[config.mk]
export PLATFORM = sky130hd
export DESIGN_NAME = op_sequencer
export DESIGN_NICKNAME = d
export VERILOG_FILES = /design/src/op_seq_pkg.sv /design/src/op_sequencer.sv /design/src/cond_eval.sv
export SDC_FILE = /design/constraint.sdc
export NUM_CORES = 1
export LEC_CHECK = 0
export BUFFER_PORTS_ARGS = -buffer_cell sky130_fd_sc_hd__buf_4
export CORE_UTILIZATION = 45
export DETAILED_ROUTE_END_ITERATION = 6
export PLACE_DENSITY_LB_ADDON = 0.2
export SLEW_MARGIN = 20
export SYNTH_ARGS = -nofsm -noshare
export SYNTH_HDL_FRONTEND = slang
export SYNTH_SLANG_ARGS = --single-unit
[constraint.sdc]
create_clock -name clk -period 4.45 [get_ports clk]
set_clock_uncertainty 0.15 [all_clocks]
set_input_delay 0.445 -clock clk [delete_from_list [all_inputs] [get_ports clk]]
set_output_delay 0.445 -clock clk [all_outputs]
set_load 0.01 [all_outputs]
[src/op_seq_pkg.sv]
// constants for the bus controller op code sequencer
package op_seq_pkg;
	localparam int          WORD_W         = 16;
	localparam int          ADDR_W         = 16;
	localparam int          INSTR_MSB      = 14;
	localparam int          INSTR_LSB      = 10;
	localparam int          COND_MSB       = 4;
	localparam int          COND_INV_BIT   = 4;
	localparam int          STACK_DEPTH    = 8;
	localparam int          STACK_PTR_W    = 4;
	localparam int          IRQ_CODE_W     = 4;
	localparam int          MSG_TIME_WORD  = 3;
	localparam logic [15:0] LIST_START     = 16'h0000;
	localparam logic [3:0]  IRQ_RESET      = 4'h0;
	localparam logic [7:0]  GFLAG_RESET    = 8'h00;

	// condition selects
	localparam logic [3:0] COND_NO_REPLY   = 4'h8;
	localparam logic [3:0] COND_FORMAT     = 4'h9;
	localparam logic [3:0] COND_ERROR_FREE_READ_FLAG  = 4'hA;
	localparam logic [3:0] COND_MASKED     = 4'hB;
	localparam logic [3:0] COND_BAD_MSG    = 4'hC;
	localparam logic [3:0] COND_RETRY_1    = 4'hD;
	localparam logic [3:0] COND_RETRY_2    = 4'hE;
	localparam logic [3:0] COND_ALWAYS     = 4'hF;

	// instruction codes
	localparam logic [4:0] OP_EXEC_MSG     = 5'h01;
	localparam logic [4:0] OP_JUMP         = 5'h02;
	localparam logic [4:0] OP_CALL         = 5'h03;
	localparam logic [4:0] OP_RETURN       = 5'h04;
	localparam logic [4:0] OP_HALT         = 5'h05;
	localparam logic [4:0] OP_IRQ          = 5'h06;
	localparam logic [4:0] OP_CMP_MSG_TMR  = 5'h07;
	localparam logic [4:0] OP_CMP_FRM_TMR  = 5'h08;
	localparam logic [4:0] OP_FLAG_BITS    = 5'h09;
	localparam logic [4:0] OP_EXEC_FLIP    = 5'h0A;
	localparam logic [4:0] OP_LOAD_TTAG    = 5'h0B;
	localparam logic [4:0] OP_LOAD_FRAME   = 5'h0C;
	localparam logic [4:0] OP_START_FRAME  = 5'h0D;
	localparam logic [4:0] OP_WAIT_TRIG    = 5'h0E;

	typedef enum logic [3:0] {
		ST_IDLE     = 4'b0000,
		ST_FETCH    = 4'b0001,
		ST_DECODE   = 4'b0010,
		ST_PARAM    = 4'b0011,
		ST_EXEC     = 4'b0100,
		ST_MSG_RD   = 4'b0101,
		ST_MSG_RUN  = 4'b0110,
		ST_GAP_WAIT = 4'b0111,
		ST_TRIG     = 4'b1000,
		ST_HALTED   = 4'b1001
	} seq_state_e;
endpackage : op_seq_pkg

[src/op_sequencer.sv]
// bus controller op code sequencer: fetch, decode, condition, stack, gap timer
//
// Function
// - cond 0xC tests format/no-reply/loopback error
// - masked status never affects bad message
// - cond 0xD: one or more retries; inverse zero
// - cond 0xE: exactly two retries
// - cond 0xF always; inverted is never true, a no-op for all but the unconditional ops
// - instruction field is bits 14 to 10
// - timer compares, flag bits, flip run unconditionally
// - others run only when condition true
// - parameter word always follows op code, used or not
// - eight-deep call stack, fault on over/underflow
// - irq op writes 4-bit code to pending
// - op 0x01 runs addressed message block
// - nonzero fourth block word loads message timer
// - no fetch until message timer reaches zero
// - flag, counter load, frame, trigger, compare ops
// - flags changed by instruction or host write
// - no-reply flag tested from message engine
`timescale 1ns/100ps
module op_sequencer
	import op_seq_pkg::*;
(
	input  wire logic              clk,
	input  wire logic              rst,
	input  wire logic              ce,
	input  wire logic              start,
	input  wire logic              ext_trigger,
	input  wire logic              stack_irq_enable,
	input  wire logic              host_flag_wr,
	input  wire logic [7:0]        host_flag_data,
	input  wire logic [WORD_W-1:0] ram_rdata,
	input  wire logic              ram_rvalid,
	input  wire logic              msg_done,
	input  wire logic              no_reply_flag,
	input  wire logic              format_fault_flag,
	input  wire logic              error_free_read_flag,
	input  wire logic              masked_status_flag,
	input  wire logic              loopback_fault,
	input  wire logic [1:0]        retry_count,
	input  wire logic [WORD_W-1:0] frame_time_left,
	output logic                   ram_rd,
	output logic [ADDR_W-1:0]      ram_addr,
	output logic                   msg_start,
	output logic [ADDR_W-1:0]      msg_block_addr,
	output logic                   ttag_load,
	output logic                   frame_load,
	output logic                   frame_start,
	output logic [WORD_W-1:0]      load_value,
	output logic [7:0]             general_flags,
	output logic [IRQ_CODE_W-1:0]  irq_code,
	output logic                   irq_req,
	output logic                   call_stack_fault_irq,
	output logic                   busy,
	output logic                   halted
);
	seq_state_e              state_r, state_nxt;
	logic [ADDR_W-1:0]       pc_r, pc_nxt;
	logic [WORD_W-1:0]       op_r, op_nxt;
	logic [WORD_W-1:0]       param_r, param_nxt;
	logic [WORD_W-1:0]       msg_timer_r, msg_timer_nxt;
	logic [ADDR_W-1:0]       stack_r [STACK_DEPTH];
	logic [STACK_PTR_W-1:0]  sp_r, sp_nxt;
	logic                    push, pop;
	logic [7:0]              flags_r, flags_nxt;
	logic [IRQ_CODE_W-1:0]   irq_r, irq_nxt;
	logic                    irq_req_r, irq_req_nxt;
	logic                    stk_r, stk_nxt;
	logic                    rd_r, rd_nxt;
	logic [ADDR_W-1:0]       addr_r, addr_nxt;
	logic                    mst_r, mst_nxt, tl_r, tl_nxt, fl_r, fl_nxt, fs_r, fs_nxt;
	logic [4:0]              instr;
	logic                    cond_true, uncond, go;
	logic                    busy_r, busy_nxt, halt_r, halt_nxt;
	assign instr  = op_r[INSTR_MSB:INSTR_LSB];
	assign uncond = (instr == OP_CMP_MSG_TMR) || (instr == OP_CMP_FRM_TMR)
		|| (instr == OP_FLAG_BITS) || (instr == OP_EXEC_FLIP);
	assign go     = uncond || cond_true;
	cond_eval u_cond (
		.cond_code            (op_r[COND_MSB:0]),
		.general_flags        (flags_r),
		.no_reply_flag        (no_reply_flag),
		.format_fault_flag    (format_fault_flag),
		.error_free_read_flag (error_free_read_flag),
		.masked_status_flag   (masked_status_flag),
		.loopback_fault       (loopback_fault),
		.retry_count          (retry_count),
		.cond_true            (cond_true)
	);

	////////////////////////////////////////////////////////////////////////
	always_comb begin
		state_nxt     = state_r;
		pc_nxt        = pc_r;
		op_nxt        = op_r;
		param_nxt     = param_r;
		sp_nxt        = sp_r;
		push          = 1'b0;
		pop           = 1'b0;
		flags_nxt     = flags_r;
		irq_nxt       = irq_r;
		irq_req_nxt   = 1'b0;
		stk_nxt       = 1'b0;
		rd_nxt        = 1'b0;
		addr_nxt      = addr_r;
		mst_nxt       = 1'b0;
		tl_nxt        = 1'b0;
		fl_nxt        = 1'b0;
		fs_nxt        = 1'b0;
		msg_timer_nxt = (msg_timer_r != '0) ? msg_timer_r - 16'h0001 : msg_timer_r;
		case (state_r)
			ST_IDLE: begin
				if (start) begin
					pc_nxt    = LIST_START;
					state_nxt = ST_FETCH;
				end
			end
			ST_FETCH: begin
				// gap timer gates every fetch
				if (msg_timer_r == '0 && !rd_r) begin
					rd_nxt    = 1'b1;
					addr_nxt  = pc_r;
					state_nxt = ST_DECODE;
				end
			end
			ST_DECODE: begin
				if (ram_rvalid) begin
					op_nxt    = ram_rdata;
					rd_nxt    = 1'b1;
					addr_nxt  = pc_r + 16'h0001;
					pc_nxt    = pc_r + 16'h0002;
					state_nxt = ST_PARAM;
				end
			end
			ST_PARAM: begin
				if (ram_rvalid) begin
					param_nxt = ram_rdata;
					state_nxt = ST_EXEC;
				end
			end
			ST_EXEC: begin
				state_nxt = ST_FETCH;
				if (go) begin
					case (instr)
						OP_EXEC_MSG, OP_EXEC_FLIP: begin
							rd_nxt    = 1'b1;
							addr_nxt  = param_r + 16'(MSG_TIME_WORD);
							state_nxt = ST_MSG_RD;
						end
						OP_JUMP: pc_nxt = param_r;
						OP_CALL: begin
							if (sp_r == 4'(STACK_DEPTH)) begin
								stk_nxt = stack_irq_enable;
							end else begin
								push   = 1'b1;
								sp_nxt = sp_r + 4'h1;
								pc_nxt = param_r;
							end
						end
						OP_RETURN: begin
							if (sp_r == 4'h0) begin
								stk_nxt = stack_irq_enable;
							end else begin
								pop    = 1'b1;
								sp_nxt = sp_r - 4'h1;
								pc_nxt = stack_r[3'(sp_r - 4'h1)];
							end
						end
						OP_HALT: state_nxt = ST_HALTED;
						OP_IRQ: begin
							irq_nxt     = param_r[IRQ_CODE_W-1:0];
							irq_req_nxt = 1'b1;
						end
						// compares drive the two shared flags
						OP_CMP_MSG_TMR: begin
							flags_nxt[0] = msg_timer_r < param_r;
							flags_nxt[1] = msg_timer_r == param_r;
						end
						OP_CMP_FRM_TMR: begin
							flags_nxt[0] = frame_time_left < param_r;
							flags_nxt[1] = frame_time_left == param_r;
						end
						// low byte sets, high byte clears, both toggles
						OP_FLAG_BITS: flags_nxt = ((flags_r | param_r[7:0]) & ~param_r[15:8])
							| (param_r[15:8] & param_r[7:0] & ~flags_r);
						OP_LOAD_TTAG:   tl_nxt = 1'b1;
						OP_LOAD_FRAME:  fl_nxt = 1'b1;
						OP_START_FRAME: fs_nxt = 1'b1;
						OP_WAIT_TRIG:   state_nxt = ST_TRIG;
						default: ;
					endcase
				end
			end
			ST_MSG_RD: begin
				if (ram_rvalid) begin
					if (ram_rdata != '0) begin
						msg_timer_nxt = ram_rdata;
					end
					mst_nxt   = 1'b1;
					state_nxt = ST_MSG_RUN;
				end
			end
			ST_MSG_RUN: begin
				if (msg_done) begin
					if (instr == OP_EXEC_FLIP) begin
						flags_nxt[0] = ~flags_r[0];
					end
					state_nxt = ST_FETCH;
				end
			end
			ST_TRIG: begin
				if (ext_trigger) begin
					fs_nxt    = 1'b1;
					state_nxt = ST_FETCH;
				end
			end
			ST_HALTED: begin
				if (start) begin
					state_nxt = ST_FETCH;
				end
			end
			default: state_nxt = ST_IDLE;
		endcase
		// host write wins over instruction update
		if (host_flag_wr) begin
			flags_nxt = host_flag_data;
		end
		busy_nxt = (state_nxt != ST_IDLE) && (state_nxt != ST_HALTED);
		halt_nxt = (state_nxt == ST_HALTED);
	end

	////////////////////////////////////////////////////////////////////////
	always_ff @(posedge clk) begin
		if (rst) begin
			state_r     <= ST_IDLE;
			pc_r        <= LIST_START;
			op_r        <= '0;
			param_r     <= '0;
			msg_timer_r <= '0;
			sp_r        <= '0;
			flags_r     <= GFLAG_RESET;
			irq_r       <= IRQ_RESET;
			irq_req_r   <= 1'b0;
			stk_r       <= 1'b0;
			rd_r        <= 1'b0;
			addr_r      <= '0;
			mst_r       <= 1'b0;
			tl_r        <= 1'b0;
			fl_r        <= 1'b0;
			fs_r        <= 1'b0;
			busy_r      <= 1'b0;
			halt_r      <= 1'b0;
		end else if (ce) begin
			state_r     <= state_nxt;
			pc_r        <= pc_nxt;
			op_r        <= op_nxt;
			param_r     <= param_nxt;
			msg_timer_r <= msg_timer_nxt;
			sp_r        <= sp_nxt;
			flags_r     <= flags_nxt;
			irq_r       <= irq_nxt;
			irq_req_r   <= irq_req_nxt;
			stk_r       <= stk_nxt;
			rd_r        <= rd_nxt;
			addr_r      <= addr_nxt;
			mst_r       <= mst_nxt;
			tl_r        <= tl_nxt;
			fl_r        <= fl_nxt;
			fs_r        <= fs_nxt;
			busy_r      <= busy_nxt;
			halt_r      <= halt_nxt;
		end
	end

	// return stack holds the address after the call
	always_ff @(posedge clk) begin
		if (ce && push) begin
			stack_r[3'(sp_r)] <= pc_r;
		end
	end
	assign ram_rd               = rd_r;
	assign ram_addr             = addr_r;
	assign msg_start            = mst_r;
	assign msg_block_addr       = param_r;
	assign ttag_load            = tl_r;
	assign frame_load           = fl_r;
	assign frame_start          = fs_r;
	assign load_value           = param_r;
	assign general_flags        = flags_r;
	assign irq_code             = irq_r;
	assign irq_req              = irq_req_r;
	assign call_stack_fault_irq = stk_r;
	assign busy                 = busy_r;
	assign halted               = halt_r;
endmodule : op_sequencer

[src/cond_eval.sv]
// condition code evaluator for the op code sequencer
`timescale 1ns/100ps
module cond_eval
	import op_seq_pkg::*;
(
	input  wire logic [4:0] cond_code,
	input  wire logic [7:0] general_flags,
	input  wire logic       no_reply_flag,
	input  wire logic       format_fault_flag,
	input  wire logic       error_free_read_flag,
	input  wire logic       masked_status_flag,
	input  wire logic       loopback_fault,
	input  wire logic [1:0] retry_count,
	output logic            cond_true
);
	logic       invert;
	logic [3:0] sel;
	logic       bad_message_test;
	logic       one_retry_test;
	logic       two_retry_test;

	assign invert = cond_code[COND_INV_BIT];
	assign sel    = cond_code[3:0];
	// masked status deliberately left out of this term
	assign bad_message_test = format_fault_flag | no_reply_flag | loopback_fault;
	assign one_retry_test   = (retry_count != 2'd0);
	assign two_retry_test   = (retry_count == 2'd2);

	always_comb begin
		cond_true = 1'b0;
		case (sel)
			COND_NO_REPLY:   cond_true = no_reply_flag ^ invert;
			COND_FORMAT:     cond_true = format_fault_flag ^ invert;
			COND_ERROR_FREE_READ_FLAG:  cond_true = error_free_read_flag ^ invert;
			COND_MASKED:     cond_true = masked_status_flag ^ invert;
			COND_BAD_MSG:    cond_true = bad_message_test ^ invert;
			COND_RETRY_1:    cond_true = invert ? (retry_count == 2'd0) : one_retry_test;
			// undefined inverse: treated as false
			COND_RETRY_2:    cond_true = invert ? 1'b0 : two_retry_test;
			COND_ALWAYS:     cond_true = ~invert;
			default:         cond_true = general_flags[sel[2:0]] ^ invert;
		endcase
	end
endmodule : cond_eval

* Word level (Yosys, flattened, before mapping)
Memory sizes are Yosys's and may differ from the RTL's. Cells that the tools add are included.
Word-level totals: register bits 108, bits in writable memories 128, input bits 56, logic and storage cells 204, memories kept 1
Memories:
- stack_r | words 8, width 16, read ports 1, clocked after Yosys merged registers in 0, write ports 1, line op_sequencer.sv:63 | logic [ADDR_W-1:0] stack_r [STACK_DEPTH];
Operators by class: add/sub/neg operators 6, order comparisons 3, equal/unequal tests 50, mux-type cells 72, bitwise operators 17, reductions and logical operators 35
Operators with widths (count):
- two-way mux 16 bit | 13
- case mux 16 bit (3 select lines) | 3
- equality test 4 bit (second input constant) | 12
- two-way mux 4 bit | 10
- equality test 5 x 4 -> 1 bit (second input constant) | 7
- adder 16 x 2 -> 16 bit (second input constant) | 2
- equality test 16 bit | 2
- < comparator 16 bit | 2
- two-way mux 1 bit | 32
- case mux 4 bit (8 select lines) | 1
- nonzero test 16 bit | 2
- AND 8 bit | 3
- equality test 5 x 3 -> 1 bit (second input constant) | 4
- AND reduction 6 bit | 3
- adder 16 x 1 -> 16 bit (second input constant) | 1
- zero test 16 bit | 1
- two-way mux 8 bit | 2
- NOT 8 bit | 2
- OR 8 bit | 2
- subtractor 16 x 1 -> 16 bit (second input constant) | 1
- != test 3 bit (second input constant) | 5
- equality test 4 x 3 -> 1 bit (second input constant) | 3
- != test 2 bit (second input constant) | 6
- case mux 4 bit (3 select lines) | 1
- other kinds (35) | 63

* Logic depth before layout (Yosys ltp)
depth after elaboration 10, mapped depth 14, gate-level depth less buffers 9

* By module
From an unflattened synthesis, not the netlist that was laid out.
Second synthesis, totals: cells, all modules 1156, area total of the unflattened synthesis 12270.5 µm²
By module, submodules not included:
- op_sequencer | times used 1, cells each 1136, area an instance 12095.4 µm², seq. area each 5905.7 µm²
- cond_eval | times used 1, cells each 20, area an instance 175.2 µm², seq. area each 0.0 µm²

* Worst setup path after synthesis
No wires, ideal clock.
path kind register to register, start reg sp_r[0], end mem stack_r[1][0], enable pin, library setup time 0.409 ns, arrival 3.451 ns, slack 0.440 ns, stages on the path, launching flop included 10, path buffers 3, cell sequence dfxtp_1 buf_2 buf_2 buf_1 inv_1 ha_1 nor2b_1 a21oi_1 nand4_1 nor3_1
On the way: longest elaborated chain between the ends 8
Ends and longest elaborated chain:
- from (decl) | line op_sequencer.sv:64 | logic [STACK_PTR_W-1:0] sp_r, sp_nxt;
- from (signal assigned) | line op_sequencer.sv:260 | sp_r <= sp_nxt;
- equality test 4 bit | line op_sequencer.sv:153 | if (sp_r == 4'(STACK_DEPTH)) begin
- two-way mux 1 bit | line op_sequencer.sv:153
- two-way mux 1 bit | line op_sequencer.sv:145 | case (instr)
- two-way mux 1 bit | line op_sequencer.sv:144 | if (go) begin
- two-way mux 1 bit | line op_sequencer.sv:112 | case (state_r)
- logical AND 1 bit | line op_sequencer.sv:278 | if (ce && push) begin
- two-way mux 1 bit | line op_sequencer.sv:278
- two-way mux 1 bit (not written as such) | line op_sequencer.sv:279 | stack_r[3'(sp_r)] <= pc_r;
- to (decl) | line op_sequencer.sv:63
Parallel ways exist; a longest one is shown, timed or not.

* Worst setup path after layout
start reg msg_timer_r[0], end reg addr_r[7], in the netlist ram_addr[7]
On the way: longest elaborated chain between the ends 4
Ends and longest elaborated chain:
- from (decl) | line op_sequencer.sv:62 | logic [WORD_W-1:0] msg_timer_r, msg_timer_nxt;
- from (signal assigned) | line op_sequencer.sv:259 | msg_timer_r <= msg_timer_nxt;
- zero test 16 bit | line op_sequencer.sv:121 | if (msg_timer_r == '0 && !rd_r) begin
- logical AND 1 bit | line op_sequencer.sv:121
- != test 2 bit (no source line)
- AND reduction 6 bit (no source line)
- to (signal assigned) | line op_sequencer.sv:266 | addr_r <= addr_nxt;
- to (decl) | line op_sequencer.sv:71 | logic [ADDR_W-1:0] addr_r, addr_nxt;
Every way passes these cells. A chain may end at the register's enable or synchronous reset.

==> results.md <==
- H-tree Lvls: 1
- First-pass GRT wire length: 55860 um
- Grt ovf: 0
- Routed Antenna Nets: 0
- Chip width: roughly 170 um
- Worst R2R Setup Slack: 1.02 ns
- Cts repair resizes: 0
- Pre-CTS WS: ~1.1 ns
- Hold buffers post-CTS: 0
- TritonCTS Sinks: approximately 230
- Most common cell after layout, fill and taps aside: buf_4
- Post-Syn Nets: approximately 1.3k
- Overall Global Routing Usage: 0.2612
- Post-layout util: 0.5343
- Most frequent cells in the layout: buf_4, edfxtp_1, nand2_1
- Antenna Cells: 0
- TritonCTS clock tree: built
- DRT Pass-1 Iters: 5
- Synthesized cell area: about 12000 sq um
- Clock Latency Late Sink: ~0.54 ns
- Initial antenna violation count: 0
- Critical path data arrival time: roughly 3.7 ns
- Worst IR Drop VDD: approximately 0.00029 V
- Max-slew violation count: 0
- Largest net degree at the start of global routing: 60
- Top Metal Used: met4
- Worst min path class: in2reg
- Worst Setup Path Type: reg2reg
- Setup TNS: 0 ns
- Crit Path Max Fanout: 31
- Core area: between 20000 and 30000 sq um
- Max Cap Viol: 0
- CP required: about 4.7 ns
- Postcts setup bufs: 0
- Async S/R FF share, synth: 0
- Final worst path period need: ~3.4 ns
- Leak Pwr: around 5.2 nW
- Sequential element share of the synthesized area: 0.4818
- Worst-Margin Slew: ~0.97 ns
- Finish-stage setup viols: 0
- Synth Flop Type: edfxtp_1
- Yosys warns: 0
- Final Cycle Share: 0.7700
- Share of cells above drive strength 1: 0.2142
- Routed vias/inst: 6.076
- Clk buf depth: 3
- Clock-pin slew on the worst setup and hold paths: 0.06 ns
- CP endpoint kind: flip-flop
- Finished Cell Area: between 10000 and 15000 sq um
- Die height: between 150 and 200 um
- Setup ws final: just over 1 ns
- Final HPWL DP: between 20000 and 30000 um
- Max Freq: 291.8 MHz
- Outcome: finished, final reports clean
- DR WL met2: 16810 um
- Port-buffer cells: around 120
- Avg Inst Size Synth: roughly 10 sq um
- Post-Syn Instances: ~1.2k
- Synth cell types: 74
- Synth area leader: edfxtp_1
- RSZ-0062 raised after global routing: no
- Placed instance area: between 10000 and 15000 sq um
- Initial core utilization: 0.4574
- Io pins: roughly 130
- Seq cells post-synth: around 230
- First DRT Iteration DRCs: 955
- Met3 wire len: roughly 2600 um
- Final hold violation count: 0
- Vias in the first global route: 9290
- TritonCTS buffer count: 25
- Synth top area share: 0.3136
- Post-synth EDFFs: roughly 130
- Routed wire length per instance: between 20 and 25 um
- Critical path launch point type: flip-flop
- Synth-to-Final Area Change: 16.82%
- Die area: between 20000 and 30000 sq um
- Total wire length: 36550 um
- Root Buffer: clkbuf_16
- Ranking of synthesized cells by area: edfxtp_1, dfxtp_1, mux4_2
- Gp weighted congestion: slightly above 0.9
- Final nets: 1384
- Vias: 10.01k
- # rows: 60
- Slew HR: 0.3503
- M1 WL: roughly 16000 um
- PD cells: about 420 nW/um^2
- Residual DRC: 0
-- registers in the layout (all words and copies together) (netlist names), 8 cells and up --
| name | flops |
|---|---|
| ram_addr | 16 |
| general_flags | 8 |
| op_r | 10 |
| load_value | 16 |
| pc_r | 16 |
| stack_r | 128 |
| msg_timer_r | 16 |
-- cell usage after synthesis (12+ instances only) --
library cell	number
clkbuf_1	63
nor2_1	112
nor3_1	23
nand3_1	15
nor2b_1	18
buf_2	13
ha_1	39
a21oi_1	95
dfxtp_1	103
nand2_1	124
buf_4	17
a21o_1	15
nand4_1	19
edfxtp_1	128
a211oi_2	12
mux2i_1	33
xnor2_1	17
mux4_2	33
inv_1	34
o21ai_0	68
a211oi_1	17
nor4_1	20
-- critical path, cell delays in order (launching register included) --
cell and delay [ns]:
dfxtp_1 0.33, inv_1 0.09, ha_1 0.21, or4b_2 0.60, or4_4 0.46, a211oi_2 0.22
o21ai_1 0.13, a31oi_4 0.77, a31oi_1 0.18, o21a_1 0.15
-- kinds of logic after synthesis --
logic type / after synthesis / synth area share
simple gates: 398 / 0.1582
mux: 69 / 0.09033
fa+ha+maj: 39 / 0.03981
xor+xnor: 18 / 0.01286
flops: 231 / 0.4818
buf+inv: 134 / 0.04879
compound gates: 311 / 0.1682
-- where the power goes --
part / total (W) / internal [W] / switching (W)
Clock: 0.00210 / 0.00123 / 0.000873
Sequential: 0.00248 / 0.00233 / 0.000148
Combinational: 0.00148 / 0.000639 / 0.000842
-- path summary, 6_finish.rpt --
check                       from       endpoint  depth (start not counted)
setup / recovery  msg_timer_r[0]    ram_addr[7]                          9
hold / removal      ram_rdata[5]  load_value[5]                          3
setup reg to reg  msg_timer_r[0]    ram_addr[7]                          9
hold reg to reg       frame_load     frame_load                          2
-- area by class of cell --
| type | instances | area [sq um] |
|---|---|---|
| Inverter | 34 | 127.6 |
| Fill cell | 2356 | 12480 |
| Tap cell | 341 | 426.7 |
| Clock buffer | 29 | 650.6 |
| Sequential cell | 231 | 5907 |
| Timing Repair Buffer | 162 | 1241 |
| Clock inverter | 16 | 171.4 |
| Multi-Input combinational cell | 835 | 5796 |
-- stage by stage --
step / cells / hold WS (ns) / power, W
6_report: 1648 / 0.03309 / 0.006061
5_1_grt: 1648 / 0.03248 / 0.006355
2_1_floorplan: 1200 / 0.3320 / 0.003558
4_1_cts: 1648 / 0.02092 / 0.006062
3_5_place_dp: 1603 / 0.3128 / 0.003970
3_3_place_gp: 1603 / 0.3056 / 0.003952
-- routing by layer --
layer,vias up,track usage
met5,-,0
met4,0,0.07448
met3,57,0.03565
met2,419,0.4202
met1,4866,0.3677
li1,4671,-
Power figures use the tool's default switching activity.
